**src/rtl/wp_pkg.sv**
```systemverilog
// Package: constants, types and address map of the register write-protect gate
// How it works
// RQ1 - Locked: CPU writes to protected words are dropped, target untouched.
// RQ2 - Locked: CPU reads and debug reads and writes still pass normally.
// RQ3 - Unlocked: CPU writes to protected words pass like any other write.
// RQ4 - Reset clears the unlock flag, protection on from the start.
// RQ5 - Unlock instruction sets the flag; software runs it before protected writes.
// RQ6 - Relock instruction clears the flag unless unlock runs in the same cycle; software runs it after its updates.
// RQ7 - Debug port accesses ignore the flag and always reach protected words.
// RQ8 - The flag is a bit of CPU status word one and drives the gate.
// RQ9 - Protected: configuration pair 0x0880-0x0881, guard start and span 0x0884-0x0885.
// RQ10 - Protected: flash option 0x0A80, flash power to wait states 0x0A82-0x0A87.
// RQ11 - Protected: key words 0x0AE0-0x0AE7 and security status word 0x0AEF.
// RQ12 - Protected: whole vector table, 0x0D00 through 0x0DFF.
// RQ13 - Protected: clock, PLL, low-power, watchdog words in 0x7010-0x7029.
// RQ14 - Protected: port A pin control through direction, 0x6F80-0x6F8B.
// RQ15 - Protected: port A/B rest to 0x6F9D, 0x6FE0-0x6FE2, 0x6FE8-0x6FE9.
// RQ16 - Unprotected writes never blocked; both words of two-word registers guarded.
// RQ17 - A dropped write completes with normal timing and no error; here its done comes one cycle before that of the fastest real access.
package wp_pkg;

   // ****************************************************************
   // Widths and status word
   // ****************************************************************
   localparam int          ADDR_W     = 16;
   localparam int          DATA_W     = 32;
   localparam int          ST1_W      = 16;
   localparam int          UNLOCK_BIT = 6;
   localparam logic [15:0] ST1_RESET  = 16'h0000;

   // ****************************************************************
   // Protected word address map
   // ****************************************************************
   localparam logic [15:0] DEVCFG_LO  = 16'h0880;
   localparam logic [15:0] DEVCFG_HI  = 16'h0881;
   localparam logic [15:0] GUARD_LO   = 16'h0884;
   localparam logic [15:0] GUARD_HI   = 16'h0885;
   localparam logic [15:0] FOPT_A     = 16'h0a80;
   localparam logic [15:0] FLASH_LO   = 16'h0a82;
   localparam logic [15:0] FLASH_HI   = 16'h0a87;
   localparam logic [15:0] KEY_LO     = 16'h0ae0;
   localparam logic [15:0] KEY_HI     = 16'h0ae7;
   localparam logic [15:0] SECSC_A    = 16'h0aef;
   localparam logic [15:0] VEC_LO     = 16'h0d00;
   localparam logic [15:0] VEC_HI     = 16'h0dff;
   localparam logic [15:0] CLK_LO     = 16'h7010;
   localparam logic [15:0] CLK_HI     = 16'h7011;
   localparam logic [15:0] PCLK_LO    = 16'h7019;
   localparam logic [15:0] PCLK_HI    = 16'h701e;
   localparam logic [15:0] PLLWD_LO   = 16'h7021;
   localparam logic [15:0] PLLWD_HI   = 16'h7023;
   localparam logic [15:0] WDKEY_A    = 16'h7025;
   localparam logic [15:0] WDCR_A     = 16'h7029;
   localparam logic [15:0] PINA_LO    = 16'h6f80;
   localparam logic [15:0] PINA_HI    = 16'h6f8b;
   localparam logic [15:0] PINB_LO    = 16'h6f8c;
   localparam logic [15:0] PINB_HI    = 16'h6f9d;
   localparam logic [15:0] XSEL_LO    = 16'h6fe0;
   localparam logic [15:0] XSEL_HI    = 16'h6fe2;
   localparam logic [15:0] LPSEL_LO   = 16'h6fe8;
   localparam logic [15:0] LPSEL_HI   = 16'h6fe9;

   // ****************************************************************
   // Carriers
   // ****************************************************************
   typedef struct packed {
      logic              valid;
      logic              write;
      logic              wide;     // Two-word access, even address
      logic [ADDR_W-1:0] addr;
      logic [DATA_W-1:0] wdata;
   } acc_req_s;

   typedef enum logic [1:0] {IDLE, WAIT_TGT, FAKE} gate_e;

   typedef struct packed {
      gate_e             st;
      logic [ST1_W-1:0]  st1;
      logic              from_jtag;
      logic              cpu_ready;
      logic              jtag_ready;
      logic              cpu_done;
      logic              jtag_done;
      logic [DATA_W-1:0] rdata;
      acc_req_s          tgt;
   } gate_state_s;

endpackage : wp_pkg

```
**src/rtl/protect_decode.sv**
```systemverilog
// Address decoder: flags word addresses that belong to the protected set
`timescale 1ns/10ps
module protect_decode (
   input  wire logic [15:0] addr,   // Word address of the access
   input  wire logic        wide,   // Access also covers addr+1
   output logic             hit     // Access touches a protected word
);

   // ****************************************************************
   // Range check
   // ****************************************************************
   function automatic logic in_rng(input logic [15:0] a, input logic [15:0] lo,
                                   input logic [15:0] hi);
      in_rng = (a >= lo) && (a <= hi);
   endfunction : in_rng

   function automatic logic word_hit(input logic [15:0] a);
      word_hit = in_rng(a, wp_pkg::DEVCFG_LO, wp_pkg::DEVCFG_HI)      // RQ9
               | in_rng(a, wp_pkg::GUARD_LO, wp_pkg::GUARD_HI)        // RQ9
               | in_rng(a, wp_pkg::FOPT_A, wp_pkg::FOPT_A)            // RQ10
               | in_rng(a, wp_pkg::FLASH_LO, wp_pkg::FLASH_HI)        // RQ10
               | in_rng(a, wp_pkg::KEY_LO, wp_pkg::KEY_HI)            // RQ11
               | in_rng(a, wp_pkg::SECSC_A, wp_pkg::SECSC_A)          // RQ11
               | in_rng(a, wp_pkg::VEC_LO, wp_pkg::VEC_HI)            // RQ12
               | in_rng(a, wp_pkg::CLK_LO, wp_pkg::CLK_HI)            // RQ13
               | in_rng(a, wp_pkg::PCLK_LO, wp_pkg::PCLK_HI)          // RQ13
               | in_rng(a, wp_pkg::PLLWD_LO, wp_pkg::PLLWD_HI)        // RQ13
               | in_rng(a, wp_pkg::WDKEY_A, wp_pkg::WDKEY_A)          // RQ13
               | in_rng(a, wp_pkg::WDCR_A, wp_pkg::WDCR_A)            // RQ13
               | in_rng(a, wp_pkg::PINA_LO, wp_pkg::PINA_HI)          // RQ14
               | in_rng(a, wp_pkg::PINB_LO, wp_pkg::PINB_HI)          // RQ15
               | in_rng(a, wp_pkg::XSEL_LO, wp_pkg::XSEL_HI)          // RQ15
               | in_rng(a, wp_pkg::LPSEL_LO, wp_pkg::LPSEL_HI);       // RQ15
   endfunction : word_hit

   // A wide access is checked on both words so half of a pair never slips by
   always_comb begin
      hit = word_hit(addr) | (wide & word_hit(addr | 16'h0001));   // RQ16
   end

endmodule : protect_decode

```
**src/rtl/register_write_protect_gate.sv**
```systemverilog
// Write-protect gate between CPU/debug access paths and protected registers
`timescale 1ns/10ps
module register_write_protect_gate (
   input  wire logic              clk,             // System clock, 20 MHz
   input  wire logic              rst_b,           // Async reset, active low
   input  wire wp_pkg::acc_req_s  cpu_req,         // CPU access request
   input  wire wp_pkg::acc_req_s  jtag_req,        // Debug port access request
   input  wire logic              write_unlock,    // Unlock instruction executed
   input  wire logic              write_relock_op, // Relock instruction executed
   input  wire logic              st1_load,        // CPU loads status word one
   input  wire logic [15:0]       st1_wdata,       // Value loaded into status word
   input  wire logic              tgt_ack,         // Register side completes access
   input  wire logic [31:0]       tgt_rdata,       // Register side read data
   output logic                   cpu_ready,       // Gate can take a CPU request
   output logic                   jtag_ready,      // Gate can take a debug request
   output logic                   cpu_done,        // CPU access complete, pulse
   output logic                   jtag_done,       // Debug access complete, pulse
   output logic [31:0]            resp_rdata,      // Read data of completed access
   output wp_pkg::acc_req_s       tgt_req,         // Access toward the registers
   output logic [15:0]            cpu_status_word_one // Status word one
);

   wp_pkg::gate_state_s r;
   wp_pkg::gate_state_s next_r;
   logic                take_cpu;
   logic                take_jtag;
   logic                sel_hit;
   logic                unlocked;
   wp_pkg::acc_req_s    sel_req;

   // ****************************************************************
   // Arbitration and decode
   // ****************************************************************
   // Debug wins a tie so a halted-CPU debugger is never starved
   assign take_jtag = jtag_req.valid & r.jtag_ready;
   assign take_cpu  = cpu_req.valid & r.cpu_ready & ~take_jtag;
   assign sel_req   = take_jtag ? jtag_req : cpu_req;
   assign unlocked  = r.st1[wp_pkg::UNLOCK_BIT];    // RQ8

   protect_decode u_dec (
      .addr (sel_req.addr),
      .wide (sel_req.wide),
      .hit  (sel_hit)
   );

   // ****************************************************************
   // Next-state logic
   // ****************************************************************
   always_comb begin
      next_r           = r;
      next_r.cpu_done  = 1'b0;
      next_r.jtag_done = 1'b0;
      next_r.tgt.valid = 1'b0;
      // Status word load first, the instructions then own the unlock bit
      if (st1_load) begin
         next_r.st1 = st1_wdata;
      end
      if (write_unlock) begin
         next_r.st1[wp_pkg::UNLOCK_BIT] = 1'b1;       // RQ5
      end else if (write_relock_op) begin
         next_r.st1[wp_pkg::UNLOCK_BIT] = 1'b0;       // RQ6
      end
      case (r.st)
         wp_pkg::IDLE: begin
            if (take_jtag || take_cpu) begin
               next_r.cpu_ready  = 1'b0;
               next_r.jtag_ready = 1'b0;
               next_r.from_jtag  = take_jtag;
               next_r.tgt        = sel_req;
               // Only a locked CPU write to a protected word is stopped here
               if (take_cpu && cpu_req.write && sel_hit && !unlocked) begin
                  next_r.tgt.valid = 1'b0;             // RQ1
                  next_r.st        = wp_pkg::FAKE;
               end else begin
                  next_r.tgt.valid = 1'b1;             // RQ2 RQ3 RQ7 RQ16
                  next_r.st        = wp_pkg::WAIT_TGT;
               end
            end
         end
         wp_pkg::WAIT_TGT: begin
            // Request is held until the register side acknowledges it
            next_r.tgt.valid = ~tgt_ack;
            if (tgt_ack) begin
               next_r.rdata      = tgt_rdata;
               next_r.cpu_done   = ~r.from_jtag;
               next_r.jtag_done  = r.from_jtag;
               next_r.cpu_ready  = 1'b1;
               next_r.jtag_ready = 1'b1;
               next_r.st         = wp_pkg::IDLE;
            end
         end
         wp_pkg::FAKE: begin
            // Dropped write finishes one cycle before the fastest real one, no error
            next_r.rdata      = '0;
            next_r.cpu_done   = 1'b1;                  // RQ17
            next_r.cpu_ready  = 1'b1;
            next_r.jtag_ready = 1'b1;
            next_r.st         = wp_pkg::IDLE;
         end
         default: begin
            next_r.st         = wp_pkg::IDLE;
            next_r.cpu_ready  = 1'b1;
            next_r.jtag_ready = 1'b1;
         end
      endcase
   end

   // ****************************************************************
   // State register
   // ****************************************************************
   // Reset leaves the unlock bit clear, so protection holds from the start
   always_ff @(posedge clk or negedge rst_b) begin
      if (!rst_b) begin
         r            <= '0;
         r.st         <= wp_pkg::IDLE;
         r.st1        <= wp_pkg::ST1_RESET;             // RQ4
         r.cpu_ready  <= 1'b1;
         r.jtag_ready <= 1'b1;
      end else begin
         r <= next_r;
      end
   end

   // Outputs straight from the state flops
   assign cpu_ready           = r.cpu_ready;
   assign jtag_ready          = r.jtag_ready;
   assign cpu_done            = r.cpu_done;
   assign jtag_done           = r.jtag_done;
   assign resp_rdata          = r.rdata;
   assign tgt_req             = r.tgt;
   assign cpu_status_word_one = r.st1;

   // ****************************************************************
   // Checks
   // ****************************************************************
   property p_drop;
      @(posedge clk) disable iff (!rst_b)
      take_cpu && cpu_req.write && sel_hit && !unlocked
         |=> !tgt_req.valid ##1 (cpu_done && !tgt_req.valid);
   endproperty
   a_drop: assert property (p_drop) else $error("locked protected write passed"); // RQ1

   property p_cpu_read;
      @(posedge clk) disable iff (!rst_b)
      take_cpu && !cpu_req.write |=> tgt_req.valid && !tgt_req.write;
   endproperty
   a_cpu_read: assert property (p_cpu_read) else $error("CPU read not issued"); // RQ2

   property p_unlocked_write;
      @(posedge clk) disable iff (!rst_b)
      take_cpu && cpu_req.write && unlocked
         |=> tgt_req.valid && tgt_req.write && tgt_req.addr == $past(cpu_req.addr);
   endproperty
   a_unlocked_write: assert property (p_unlocked_write) else $error("unlocked write lost"); // RQ3

   property p_unlock;
      @(posedge clk) disable iff (!rst_b)
      write_unlock |=> cpu_status_word_one[wp_pkg::UNLOCK_BIT];
   endproperty
   a_unlock: assert property (p_unlock) else $error("unlock did not set flag"); // RQ5

   property p_relock;
      @(posedge clk) disable iff (!rst_b)
      write_relock_op && !write_unlock |=> !cpu_status_word_one[wp_pkg::UNLOCK_BIT];
   endproperty
   a_relock: assert property (p_relock) else $error("relock did not clear flag"); // RQ6

   property p_jtag;
      @(posedge clk) disable iff (!rst_b)
      take_jtag |=> tgt_req.valid && tgt_req.write == $past(jtag_req.write);
   endproperty
   a_jtag: assert property (p_jtag) else $error("debug access blocked"); // RQ7

   property p_flag_hold;
      @(posedge clk) disable iff (!rst_b)
      !write_unlock && !write_relock_op && !st1_load
         |=> $stable(cpu_status_word_one[wp_pkg::UNLOCK_BIT]);
   endproperty
   a_flag_hold: assert property (p_flag_hold) else $error("flag moved by itself"); // RQ8

   property p_open;
      @(posedge clk) disable iff (!rst_b)
      take_cpu && cpu_req.write && !sel_hit |=> tgt_req.valid;
   endproperty
   a_open: assert property (p_open) else $error("unprotected write blocked"); // RQ16

   // Ready comes back with done, so a new take in the done cycle stays legal
   property p_done_pulse;
      @(posedge clk) disable iff (!rst_b)
      cpu_done |-> cpu_ready ##1 !cpu_done;
   endproperty
   a_done_pulse: assert property (p_done_pulse) else $error("done not a pulse"); // RQ17

   property p_jtag_done;
      @(posedge clk) disable iff (!rst_b)
      jtag_done |-> jtag_ready ##1 !jtag_done;
   endproperty
   a_jtag_done: assert property (p_jtag_done) else $error("debug done not a pulse"); // RQ2

   // Held request must not change under the register side while it waits
   property p_tgt_hold;
      @(posedge clk) disable iff (!rst_b)
      tgt_req.valid && !tgt_ack
         |=> tgt_req.valid && $stable(tgt_req.addr) && $stable(tgt_req.wdata);
   endproperty
   a_tgt_hold: assert property (p_tgt_hold) else $error("held access changed"); // RQ3

   property p_dbg_locked;
      @(posedge clk) disable iff (!rst_b)
      take_jtag && jtag_req.write && sel_hit && !unlocked
         |=> tgt_req.valid && tgt_req.write;
   endproperty
   a_dbg_locked: assert property (p_dbg_locked) else $error("locked debug write blocked"); // RQ7

   property p_busy;
      @(posedge clk) disable iff (!rst_b)
      take_cpu || take_jtag |=> !cpu_ready && !jtag_ready;
   endproperty
   a_busy: assert property (p_busy) else $error("second access taken while busy"); // RQ17

   // Independent of the decoder: a key word never sees a locked CPU write
   property p_key_word;
      @(posedge clk) disable iff (!rst_b)
      take_cpu && cpu_req.write && !unlocked
         && cpu_req.addr >= wp_pkg::KEY_LO && cpu_req.addr <= wp_pkg::KEY_HI
         |=> !tgt_req.valid;
   endproperty
   a_key_word: assert property (p_key_word) else $error("locked key write passed"); // RQ11

endmodule : register_write_protect_gate

```
**config.mk**
```make
export PLATFORM = sky130hd
export DESIGN_NAME = register_write_protect_gate
export DESIGN_NICKNAME = d
export VERILOG_FILES = /design/src/rtl/wp_pkg.sv /design/src/rtl/protect_decode.sv /design/src/rtl/register_write_protect_gate.sv
export SDC_FILE = /design/constraint.sdc
export NUM_CORES = 1
export LEC_CHECK = 0
export BUFFER_PORTS_ARGS = -buffer_cell sky130_fd_sc_hd__buf_4
export CORE_MARGIN = 5
export CORE_UTILIZATION = 49
export DETAILED_ROUTE_END_ITERATION = 8
export PLACE_DENSITY = 0.81
export SLEW_MARGIN = 5
export SYNTH_ARGS = -nofsm -noshare
export SYNTH_HDL_FRONTEND = slang
export SYNTH_SLANG_ARGS = --single-unit
```
**constraint.sdc**
```tcl
create_clock -name clk -period 2.9 [get_ports clk]
set_input_delay 0.29 -clock clk [delete_from_list [all_inputs] [get_ports clk]]
set_output_delay 0.29 -clock clk [all_outputs]
set_load 0.02 [all_outputs]
```
[Word level (Yosys, flattened, before mapping)]
Index checks and enable logic that the tools add are counted.
Storage, ports and cells
  bits of input ports: 156
  output and inout bits: 103
  word-level logic and storage cells: 180
  register bits: 106
Cells by class
  eq/ne operators: 4
  reductions and logical operators: 43
  muxes and demuxes: 17
  $lt $le $gt $ge: 64
  bitwise operators: 38
Operators with widths (number)
  >= comparator 16 x 15 -> 1 bit, second input constant: 18
  <= comparator 16 x 15 -> 1 bit, second input constant: 18
  >= comparator 16 x 12 -> 1 bit, second input constant: 14
  <= comparator 16 x 12 -> 1 bit, second input constant: 14
  case mux 32 bit (2 select lines): 1
  2-to-1 mux 51 bit: 1
  2-to-1 mux 50 bit: 1
  2-to-1 mux 36 bit: 1
  logical AND 1 bit: 35
  bitwise OR 1 bit: 31
  2-to-1 mux 2 bit: 4
  case mux 2 bit (2 select lines): 2
  2-to-1 mux 7 bit: 1
  AND reduction 2 bit: 3
  AND 1 bit: 4
  2-to-1 mux 1 bit: 4
  inequality test 2 bit, second input constant: 2
  case mux 1 bit (2 select lines): 2
  NOT 1 bit: 3
  nonzero test 3 bit: 1
  == test 2 x 1 -> 1 bit, second input constant: 1
  == test 2 bit, second input constant: 1
  zero test 2 bit: 1
  nonzero test 2 bit: 1
  other kinds (2): 2

[Logic depth before layout (Yosys ltp)]
Gate-level depths: netlist of run 1.
  word-level depth: 26
  gate-level depth with buffers: 11
  gate-level depth less buffers: 8

[Hierarchy]
From an unflattened synthesis of run 1, not the netlist that was laid out.
Second synthesis, totals
  cell total of the unflattened synthesis: 509
  area, all modules: 5746.8 um^2
Modules (own cells, without submodules)
  register_write_protect_gate: area an instance 5275.1 um^2, times used 1, seq. area each 2628.8 um^2, cells an instance 439
  protect_decode: area an instance 471.7 um^2, times used 1, seq. area each 0.0 um^2, cells an instance 70

[Least setup slack after synthesis of run 1]
No wires, ideal clock.
  kind: flip-flop to flip-flop
  start point: reg cpu_ready (netlist name)
  end point: reg r[105] in the netlist's numbering
  period minus slack after synthesis: 2473 ps
  slack: 427 ps
  stages on the path, launching flop included: 9
  setup time: 121 ps
  data required time: 2779 ps
  buffers on the path: 0
  arrival: 2352 ps
  cells stage by stage: dfstp_2 -> nand2_1 -> mux2_4 -> or4b_4 -> nand2_2 -> a22oi_1 -> nand4b_1 -> o21bai_2 -> a22o_1
On the way
  word-level cells in the longest chain between the ends: 8
  elaborated cells between the ends (all ways): 11
  those cells by class: eq/ne: 1; mux: 3; bitwise: 2; reduce/logical: 5
RTL lines
  AND 1 bit * (2 in a row): RTL line register_write_protect_gate.sv:36  | assign take_cpu = cpu_req.valid & r.cpu_ready & ~take_jtag;
  logical AND 1 bit (3 in a row): RTL line register_write_protect_gate.sv:71  | if (take_cpu && cpu_req.write && sel_hit && !unlocked) begin
  2-to-1 mux 2 bit: RTL line register_write_protect_gate.sv:71
  2-to-1 mux 2 bit: RTL line register_write_protect_gate.sv:65  | if (take_jtag || take_cpu) begin
  case mux 2 bit (2 select lines): RTL line register_write_protect_gate.sv:63  | case (r.st)
  end signal, assigned: RTL line register_write_protect_gate.sv:120  | r <= next_r;
  end, declared: RTL line register_write_protect_gate.sv:23  | wp_pkg::gate_state_s r;
Every way passes the cells marked *; elsewhere a longest branch is shown, timed or not. The select of a mux whose other input is x is not followed.
A chain may end at the register's enable or synchronous reset.

[Worst setup path in the final report of run 1]
  start point: reg cpu_ready (netlist name)
  end point: reg r[105] in the netlist's numbering
On the way
  word-level cells in the longest chain between the ends: 8
  elaborated cells between the ends (all ways): 11
  those cells by class: eq/ne: 1; mux: 3; bitwise: 2; reduce/logical: 5
RTL lines (RTL line)
  AND 1 bit * (2 in a row): register_write_protect_gate.sv:36
  logical AND 1 bit (3 in a row): register_write_protect_gate.sv:71
  2-to-1 mux 2 bit: register_write_protect_gate.sv:71
  2-to-1 mux 2 bit: register_write_protect_gate.sv:65
  case mux 2 bit (2 select lines): register_write_protect_gate.sv:63
Marked as above.

==> results.md, run 1 <==
- PostCTS Resize Cnt: 0
- Non-filler cells, final: ~950
- Switch Pwr: roughly 2.9 mW
- Final Hold Fails: 0
- DIE AREA: between 0.015 and 0.02 mm^2
- Worst-margin pin slew: between 0.6 and 0.7 ns
- Slew Viols, Final: 0
- Top FF cell, synth: dfrtp_1
- Slowest Stage Delay on Critical Path: roughly 0.64 ns
- Core Area: 0.01252 mm^2
- CP delay by family, top: simple AND/OR/NAND/NOR gates
- Tmin final: about 2.7 ns
- ANT cells: 0
- Initial antenna violation count: 0
- Endpoints failing setup: 0
- Cells after Synth: just over 600
- CTS buffer count: 9
- Power share of the clock group: a little under a fifth
- First-pass GRT wire length: ~27000 um
- Syn Nets: ~780
- Max VDD drop: ~0.4 mV
- Crit path kind: reg -> reg
- Sequential share of power: around 33%
- Most frequent cells in the layout: buf_4 (273), dfrtp_1 (104), o21ai_0 (64)
- Post-synthesis cell type count: 61
- Syn_area_per_cell: 9.953 um^2
- Combinational share of power: between 40% and 50%
- Clk Latency, worst-skew pair: ~0.35 ns
- Int Power: 4.493 mW
- Post-synthesis register bit count: between 100 and 150
- Die X: approximately 120 um
- Clock-pin slew on the worst setup and hold paths: around 0.07 ns
- Number of enable flip-flop cells after synthesis: 0
- Final period util: between 90 and 100%
- Die Y: 122.5 um
- Register area share after synthesis: between 40% and 50%
- DRC Markers: 0
- I/O pins: 259
- Req. time, crit path: 3.14 ns
- Critical Path AT: just under 3 ns
- Layout Skew: about 0.0073 ns
- Area grow syn2layout: 27.82%
- Most common cell after layout, fill and taps aside: buf_4
- Post-route ant nets: 0
- NumNets Final: just over 900
- Critical path peak fanout: 22
- Number of global-route vias before repair: ~5200
- CP bufs+invs: 1
- HP Class: in -> reg
- # rows: 41
- Number of buffers added on ports: around 260
- Setup TNS: 0 ns
- Sink Count: ~110
- Tot GR Track Use: roughly a quarter
- 1st-iter DRT viols: about 440
- Placed Cells: between 900 and 1000
- Starting density of the core: approximately 50%
- Switching Fraction: 39.46%
- Final Wtd Congestion: slightly below 0.9
- DR pass1 iterations: 4
- H-tree depth: 3
- Avg Vias per Cell: approximately 5.5
- Mapped Area: 0.006201 mm^2
- F_max: around 370 MHz
- Asr flop ratio synth: 100.0%
- Largest net degree at the start of global routing: a little under 60
- Hold_buf cts: 1
- Max Cap Violations: 0
- Setup crit end kind: register
- WL/cell: ~19 um
- Leak Pwr: between 3 and 4 nW
- YS warnings: 0
- Nature of the critical path startpoint: register
- GRT overflow: 0
- Cell area power density: between 900 and 1000 mW/mm^2
- CTS tree: done
- RSZ-0062 raised after global routing: no
- Layout cells sized above 1: between 40% and 50%
- Post-CTS Setup Inserts: 0
- CP max stage cell: dfstp_2
- Crit-path cells: buf_12 -> and4bb_1 -> o22ai_1 -> or4b_4 -> nand2_2 -> a211oi_2 -> nor4b_2 -> o21bai_2 -> a22o_1
- Post-detailed-routing wire length: between 15000 and 20000 um
- Post-DP HPWL: between 10000 and 15000 um
- Clk root buf: clkbuf_16
- Outcome: finished clean
- Vias: between 5000 and 6000
- Clock Path Buffers: 2
- Layout fillers: 1047
- Max transition margin: between 50% and 60%
==> metal layers <==
metal	wire (um)	GRT usage, %
met1	7257	29.75
met2	9109	39.47
met3	1225	4.240
met4	393	8.607
met5	0	0
==> Yosys cell counts (4+ instances only) <==
cell | number | area share, %
nand3_1 | 6 | 0.48
nand4_1 | 10 | 1.0
mux2_2 | 18 | 3.3
buf_4 | 103 | 12
nor3b_1 | 4 | 0.48
nand2b_1 | 5 | 0.50
nor3_1 | 5 | 0.40
nand2_1 | 61 | 3.7
a211oi_1 | 8 | 0.97
mux2i_1 | 50 | 8.1
nor2_1 | 18 | 1.1
buf_2 | 8 | 0.65
o21ai_0 | 64 | 5.2
nand3b_1 | 7 | 0.85
nand4b_1 | 5 | 0.71
dfrtp_1 | 104 | 42
a22o_1 | 34 | 4.8
clkbuf_1 | 20 | 1.2
inv_1 | 6 | 0.36
a31oi_1 | 4 | 0.40
and3_1 | 4 | 0.40
or3_1 | 5 | 0.50
a21oi_1 | 11 | 0.89
==> area by class of cell <==
class	count	area (um^2)	share of cell area, %
Clock buffer	11	242.7	3.062
Clock inverter	5	107.6	1.358
Inverter	6	22.52	0.2841
Tap cell	172	215.2	2.715
Multi-Input combinational cell	375	2630	33.18
Sequential cell	105	2629	33.16
Timing Repair Buffer	275	2079	26.24
==> per-stage QoR <==
stage                     total power, mW  setup WS [ns]  hold WS (ns)  util (%)  area, um^2
final                               7.421         0.1879        0.1405     63.32        7926
after global routing                7.826        0.07318        0.1426     63.32        7926
after CTS                           7.485         0.1959        0.1255     63.32        7926
after detailed placement            6.039         0.2058        0.2923     60.45        7566
after global placement              5.949         0.2339        0.2828     60.45        7566
after floorplan                     5.226         0.4272     -0.005591         -        6201
==> sequential cells by signal, summed over array words and instances, names as in the netlist <==
name and count:
cpu_status_word_one 16, tgt_req 51, resp_rdata 32, r 3, cpu_ready 1, jtag_done 1, cpu_done 1
==> power groups by stage <==
stage | clock, mW | sequential (mW) | combinational (mW)
finish | 1.43 | 2.43 | 3.57
floorplan | 0 | 2.36 | 2.87
global placement | 0 | 2.42 | 3.53
CTS | 1.45 | 2.43 | 3.60
detailed placement | 0 | 2.46 | 3.58
global route | 1.52 | 2.49 | 3.81
==> kinds of logic (layout without fill, tap and decap cells) <==
logic type	after synthesis	in the layout	synth area share (%)
AOI/OAI and AO/OA	154	154	17.03
xor gates and xnor gates	2	2	0.2825
adders and majority gates	3	3	0.6054
buffers and inverters	143	297	15.42
DFF	105	105	42.39
muxes	69	69	11.58
and+or+nand+nor	147	147	12.69
==> worst paths after layout <==
| check | from | endpoint | slack (ns) | depth (start not counted) |
|---|---|---|---|---|
| worst max-delay path | cpu_ready | r[105] | 0.19 | 9 |
| worst min-delay path | write_relock_op | cpu_status_word_one[6] | 0.14 | 2 |
| worst max register to register | cpu_ready | r[105] | 0.19 | 9 |
| worst min register to register | tgt_req[20] | tgt_req[20] | 0.48 | 2 |
| max in group asynchronous | rst_b | resp_rdata[16] | 1.60 | 3 |
| min in group asynchronous | rst_b | tgt_req[19] | 0.46 | 2 |
(Power assumes the default switching activity.)
==> inputs of run 2 (changes only) <==
--- a/config.mk
+++ b/config.mk
@@ -10,6 +10,7 @@
 export CORE_UTILIZATION = 49
 export DETAILED_ROUTE_END_ITERATION = 8
 export PLACE_DENSITY = 0.81
+export SETUP_SLACK_MARGIN = 0.2
 export SLEW_MARGIN = 5
 export SYNTH_ARGS = -nofsm -noshare
 export SYNTH_HDL_FRONTEND = slang
==> run 2 against run 1 <==
Net effect:
- setup slack better by 0.0086 ns
- sequential cell count unchanged
- register-to-register slack about the same
- total power up 2.9%
- die area unchanged
- combinational power up 5%
- final area up 3.0%
- sequential share of layout area down 0.91 points
- via count up 3.4%
- fmax up 0.32%
- highest routed layer unchanged
==> results.md, run 2 (synthesis gave the netlist of run 1 again) <==
- GRT overflow: 0
- Final Hold Fails: 0
- Number of global-route vias before repair: approximately 5200
- Slowest Stage Delay on Critical Path: between 0.5 and 0.6 ns
- Max reg flops: 51
- RSZ-0062 raised after global routing: yes
- Most common cell after layout, fill and taps aside: buf_4
- Hold Crit Depth: 2
- Post-route ant nets: 0
- Pwr Total: ~7.6 mW
- Final period util: 93.22%
- Critical Path AT: between 2 and 3 ns
- Nature of the critical path startpoint: register
- Setup TNS: 0 ns
- DRC Markers: 0
- Dpl cell area: ~0.0076 mm^2
- Worst Reg-to-Reg Cells: 10
- Die X: ~120 um
- Outcome: finished clean
- Post-DP HPWL: ~14000 um
- CP delay by family, top: compound AO/OA/AOI/OAI gates
- Most frequent cells in the layout: buf_4 (286), dfrtp_1 (104), o21ai_0 (64)
- Number of buffers added on ports: 258
- DIE AREA: 0.01501 mm^2
- CTS buffer count: 9
- Final Wtd Congestion: just under 0.9
- Slew Viols, Final: 0
- R2r startpoint: cpu_ready
- HP Class: in -> reg
- FF-to-FF End: r[105]
- Max VDD drop: about 0.4 mV
- ANT cells: 0
- Max transition margin: 58.47%
- Worst-margin pin slew: slightly above 0.6 ns
- Clk Latency, worst-skew pair: about 0.35 ns
- Final Cell Area: ~0.0082 mm^2
- CTS tree: done
- Layout cells sized above 1: between 40% and 50%
- Crit-path cells: buf_6 -> clkbuf_16 -> a211oi_4 -> o22ai_4 -> or4b_4 -> nand2_4 -> a22oi_1 -> nand4b_1 -> o21bai_2 -> a22o_1
- Avg Vias per Cell: ~5.5
- Sink Count: between 100 and 150
- Largest net degree at the start of global routing: 59
- DR pass1 iterations: 7
- Leak Pwr: 4.001 nW
- # rows: between 40 and 50
- NumNets Final: about 950
- Endpoints failing setup: 0
- CP bufs+invs: 2
- F_max: roughly 370 MHz
- Starting density of the core: around 50%
- Req. time, crit path: between 3 and 4 ns
- Layout Skew: 0.007546 ns
- Core Area: 0.01252 mm^2
- Clock-pin slew on the worst setup and hold paths: ~0.07 ns
- Hold slack final: 0.1385 ns
- Tot GR Track Use: 23.28%
- WL/cell: between 15 and 20 um
- CP startpoint: cpu_ready
- FF-to-FF setup slack: between 0.15 and 0.2 ns
- Area grow syn2layout: 31.62%
- Clk root buf: clkbuf_16
- Initial antenna violation count: 0
- Setup crit end kind: register
- Crit path kind: reg -> reg
- Tmin final: approximately 2.7 ns
- 1st-iter DRT viols: around 400
- Cell area power density: slightly above 900 mW/mm^2
- Vias: 5354
- CP max stage cell: or4b_4
- Die Y: around 120 um
- Max Cap Violations: 0
- Critical path peak fanout: 11
- H-tree depth: 3
- Post-detailed-routing wire length: around 19000 um
- Hold worst-path end: cpu_status_word_one[6]
- Clock Path Buffers: 2
- Util after Layout: between 60% and 70%
- Hold Path Origin: write_relock_op
- I/O pins: approximately 260
- First-pass GRT wire length: 27320 um
-- run 2: cell count changes in the layout (fill, tap and decap cells not counted), sizes merged --
cell	previous run	this run
clkbuf	11	13
and2	2	3
buf	274	288
nand2	62	63
-- run 2: how the worst max path moves through the flow --
| stage | to | slack, ns | depth (start not counted) |
|---|---|---|---|
| finish | r[105] | 0.20 | 10 |
| global route | tgt_req[50] | 0.14 | 8 |
| global placement | r[105] | 0.23 | 8 |
| floorplan | r[105] | 0.43 | 8 |
| detailed placement | r[105] | 0.21 | 8 |
| CTS | r[105] | 0.24 | 9 |
-- run 2: repair_timing --
action                                  in CTS  in global routing
gates resized for setup                      0                 12
hold endpoints to repair                    35                  0
hold buffers                                 1                  0
buffers inserted                             1                 13
endpoints found under the setup margin       1                  3
cloned                                       0                  4
-- run 2: through the flow --
stage / setup slack (ns) / cells
6_report: 0.1965 / 967
5_1_grt: 0.1388 / 967
4_1_cts: 0.2418 / 950
3_5_place_dp: 0.2058 / 932
3_3_place_gp: 0.2339 / 932
2_1_floorplan: 0.4272 / 623
-- run 2: layout make-up --
class / instances / area [um^2]
Fill cell: 1021 / 4355
Clock inverter: 5 / 107.6
Inverter: 6 / 22.52
Sequential cell: 105 / 2633
Timing Repair Buffer: 291 / 2238
Tap cell: 172 / 215.2
Multi-Input combinational cell: 377 / 2703
Clock buffer: 11 / 242.7
-- run 2: power breakdown --
group	internal, mW	switching, mW
Sequential	2.09	0.359
Clock	0.874	0.555
Combinational	1.65	2.11
-- run 2: routing by layer --
metal	routed length (um)	global-route usage (%)	part of all wire (%)
met4	545	8.607	2.9
met3	1371	4.240	7.2
met2	9578	39.51	50
met1	7564	29.72	40
met5	0	0	0
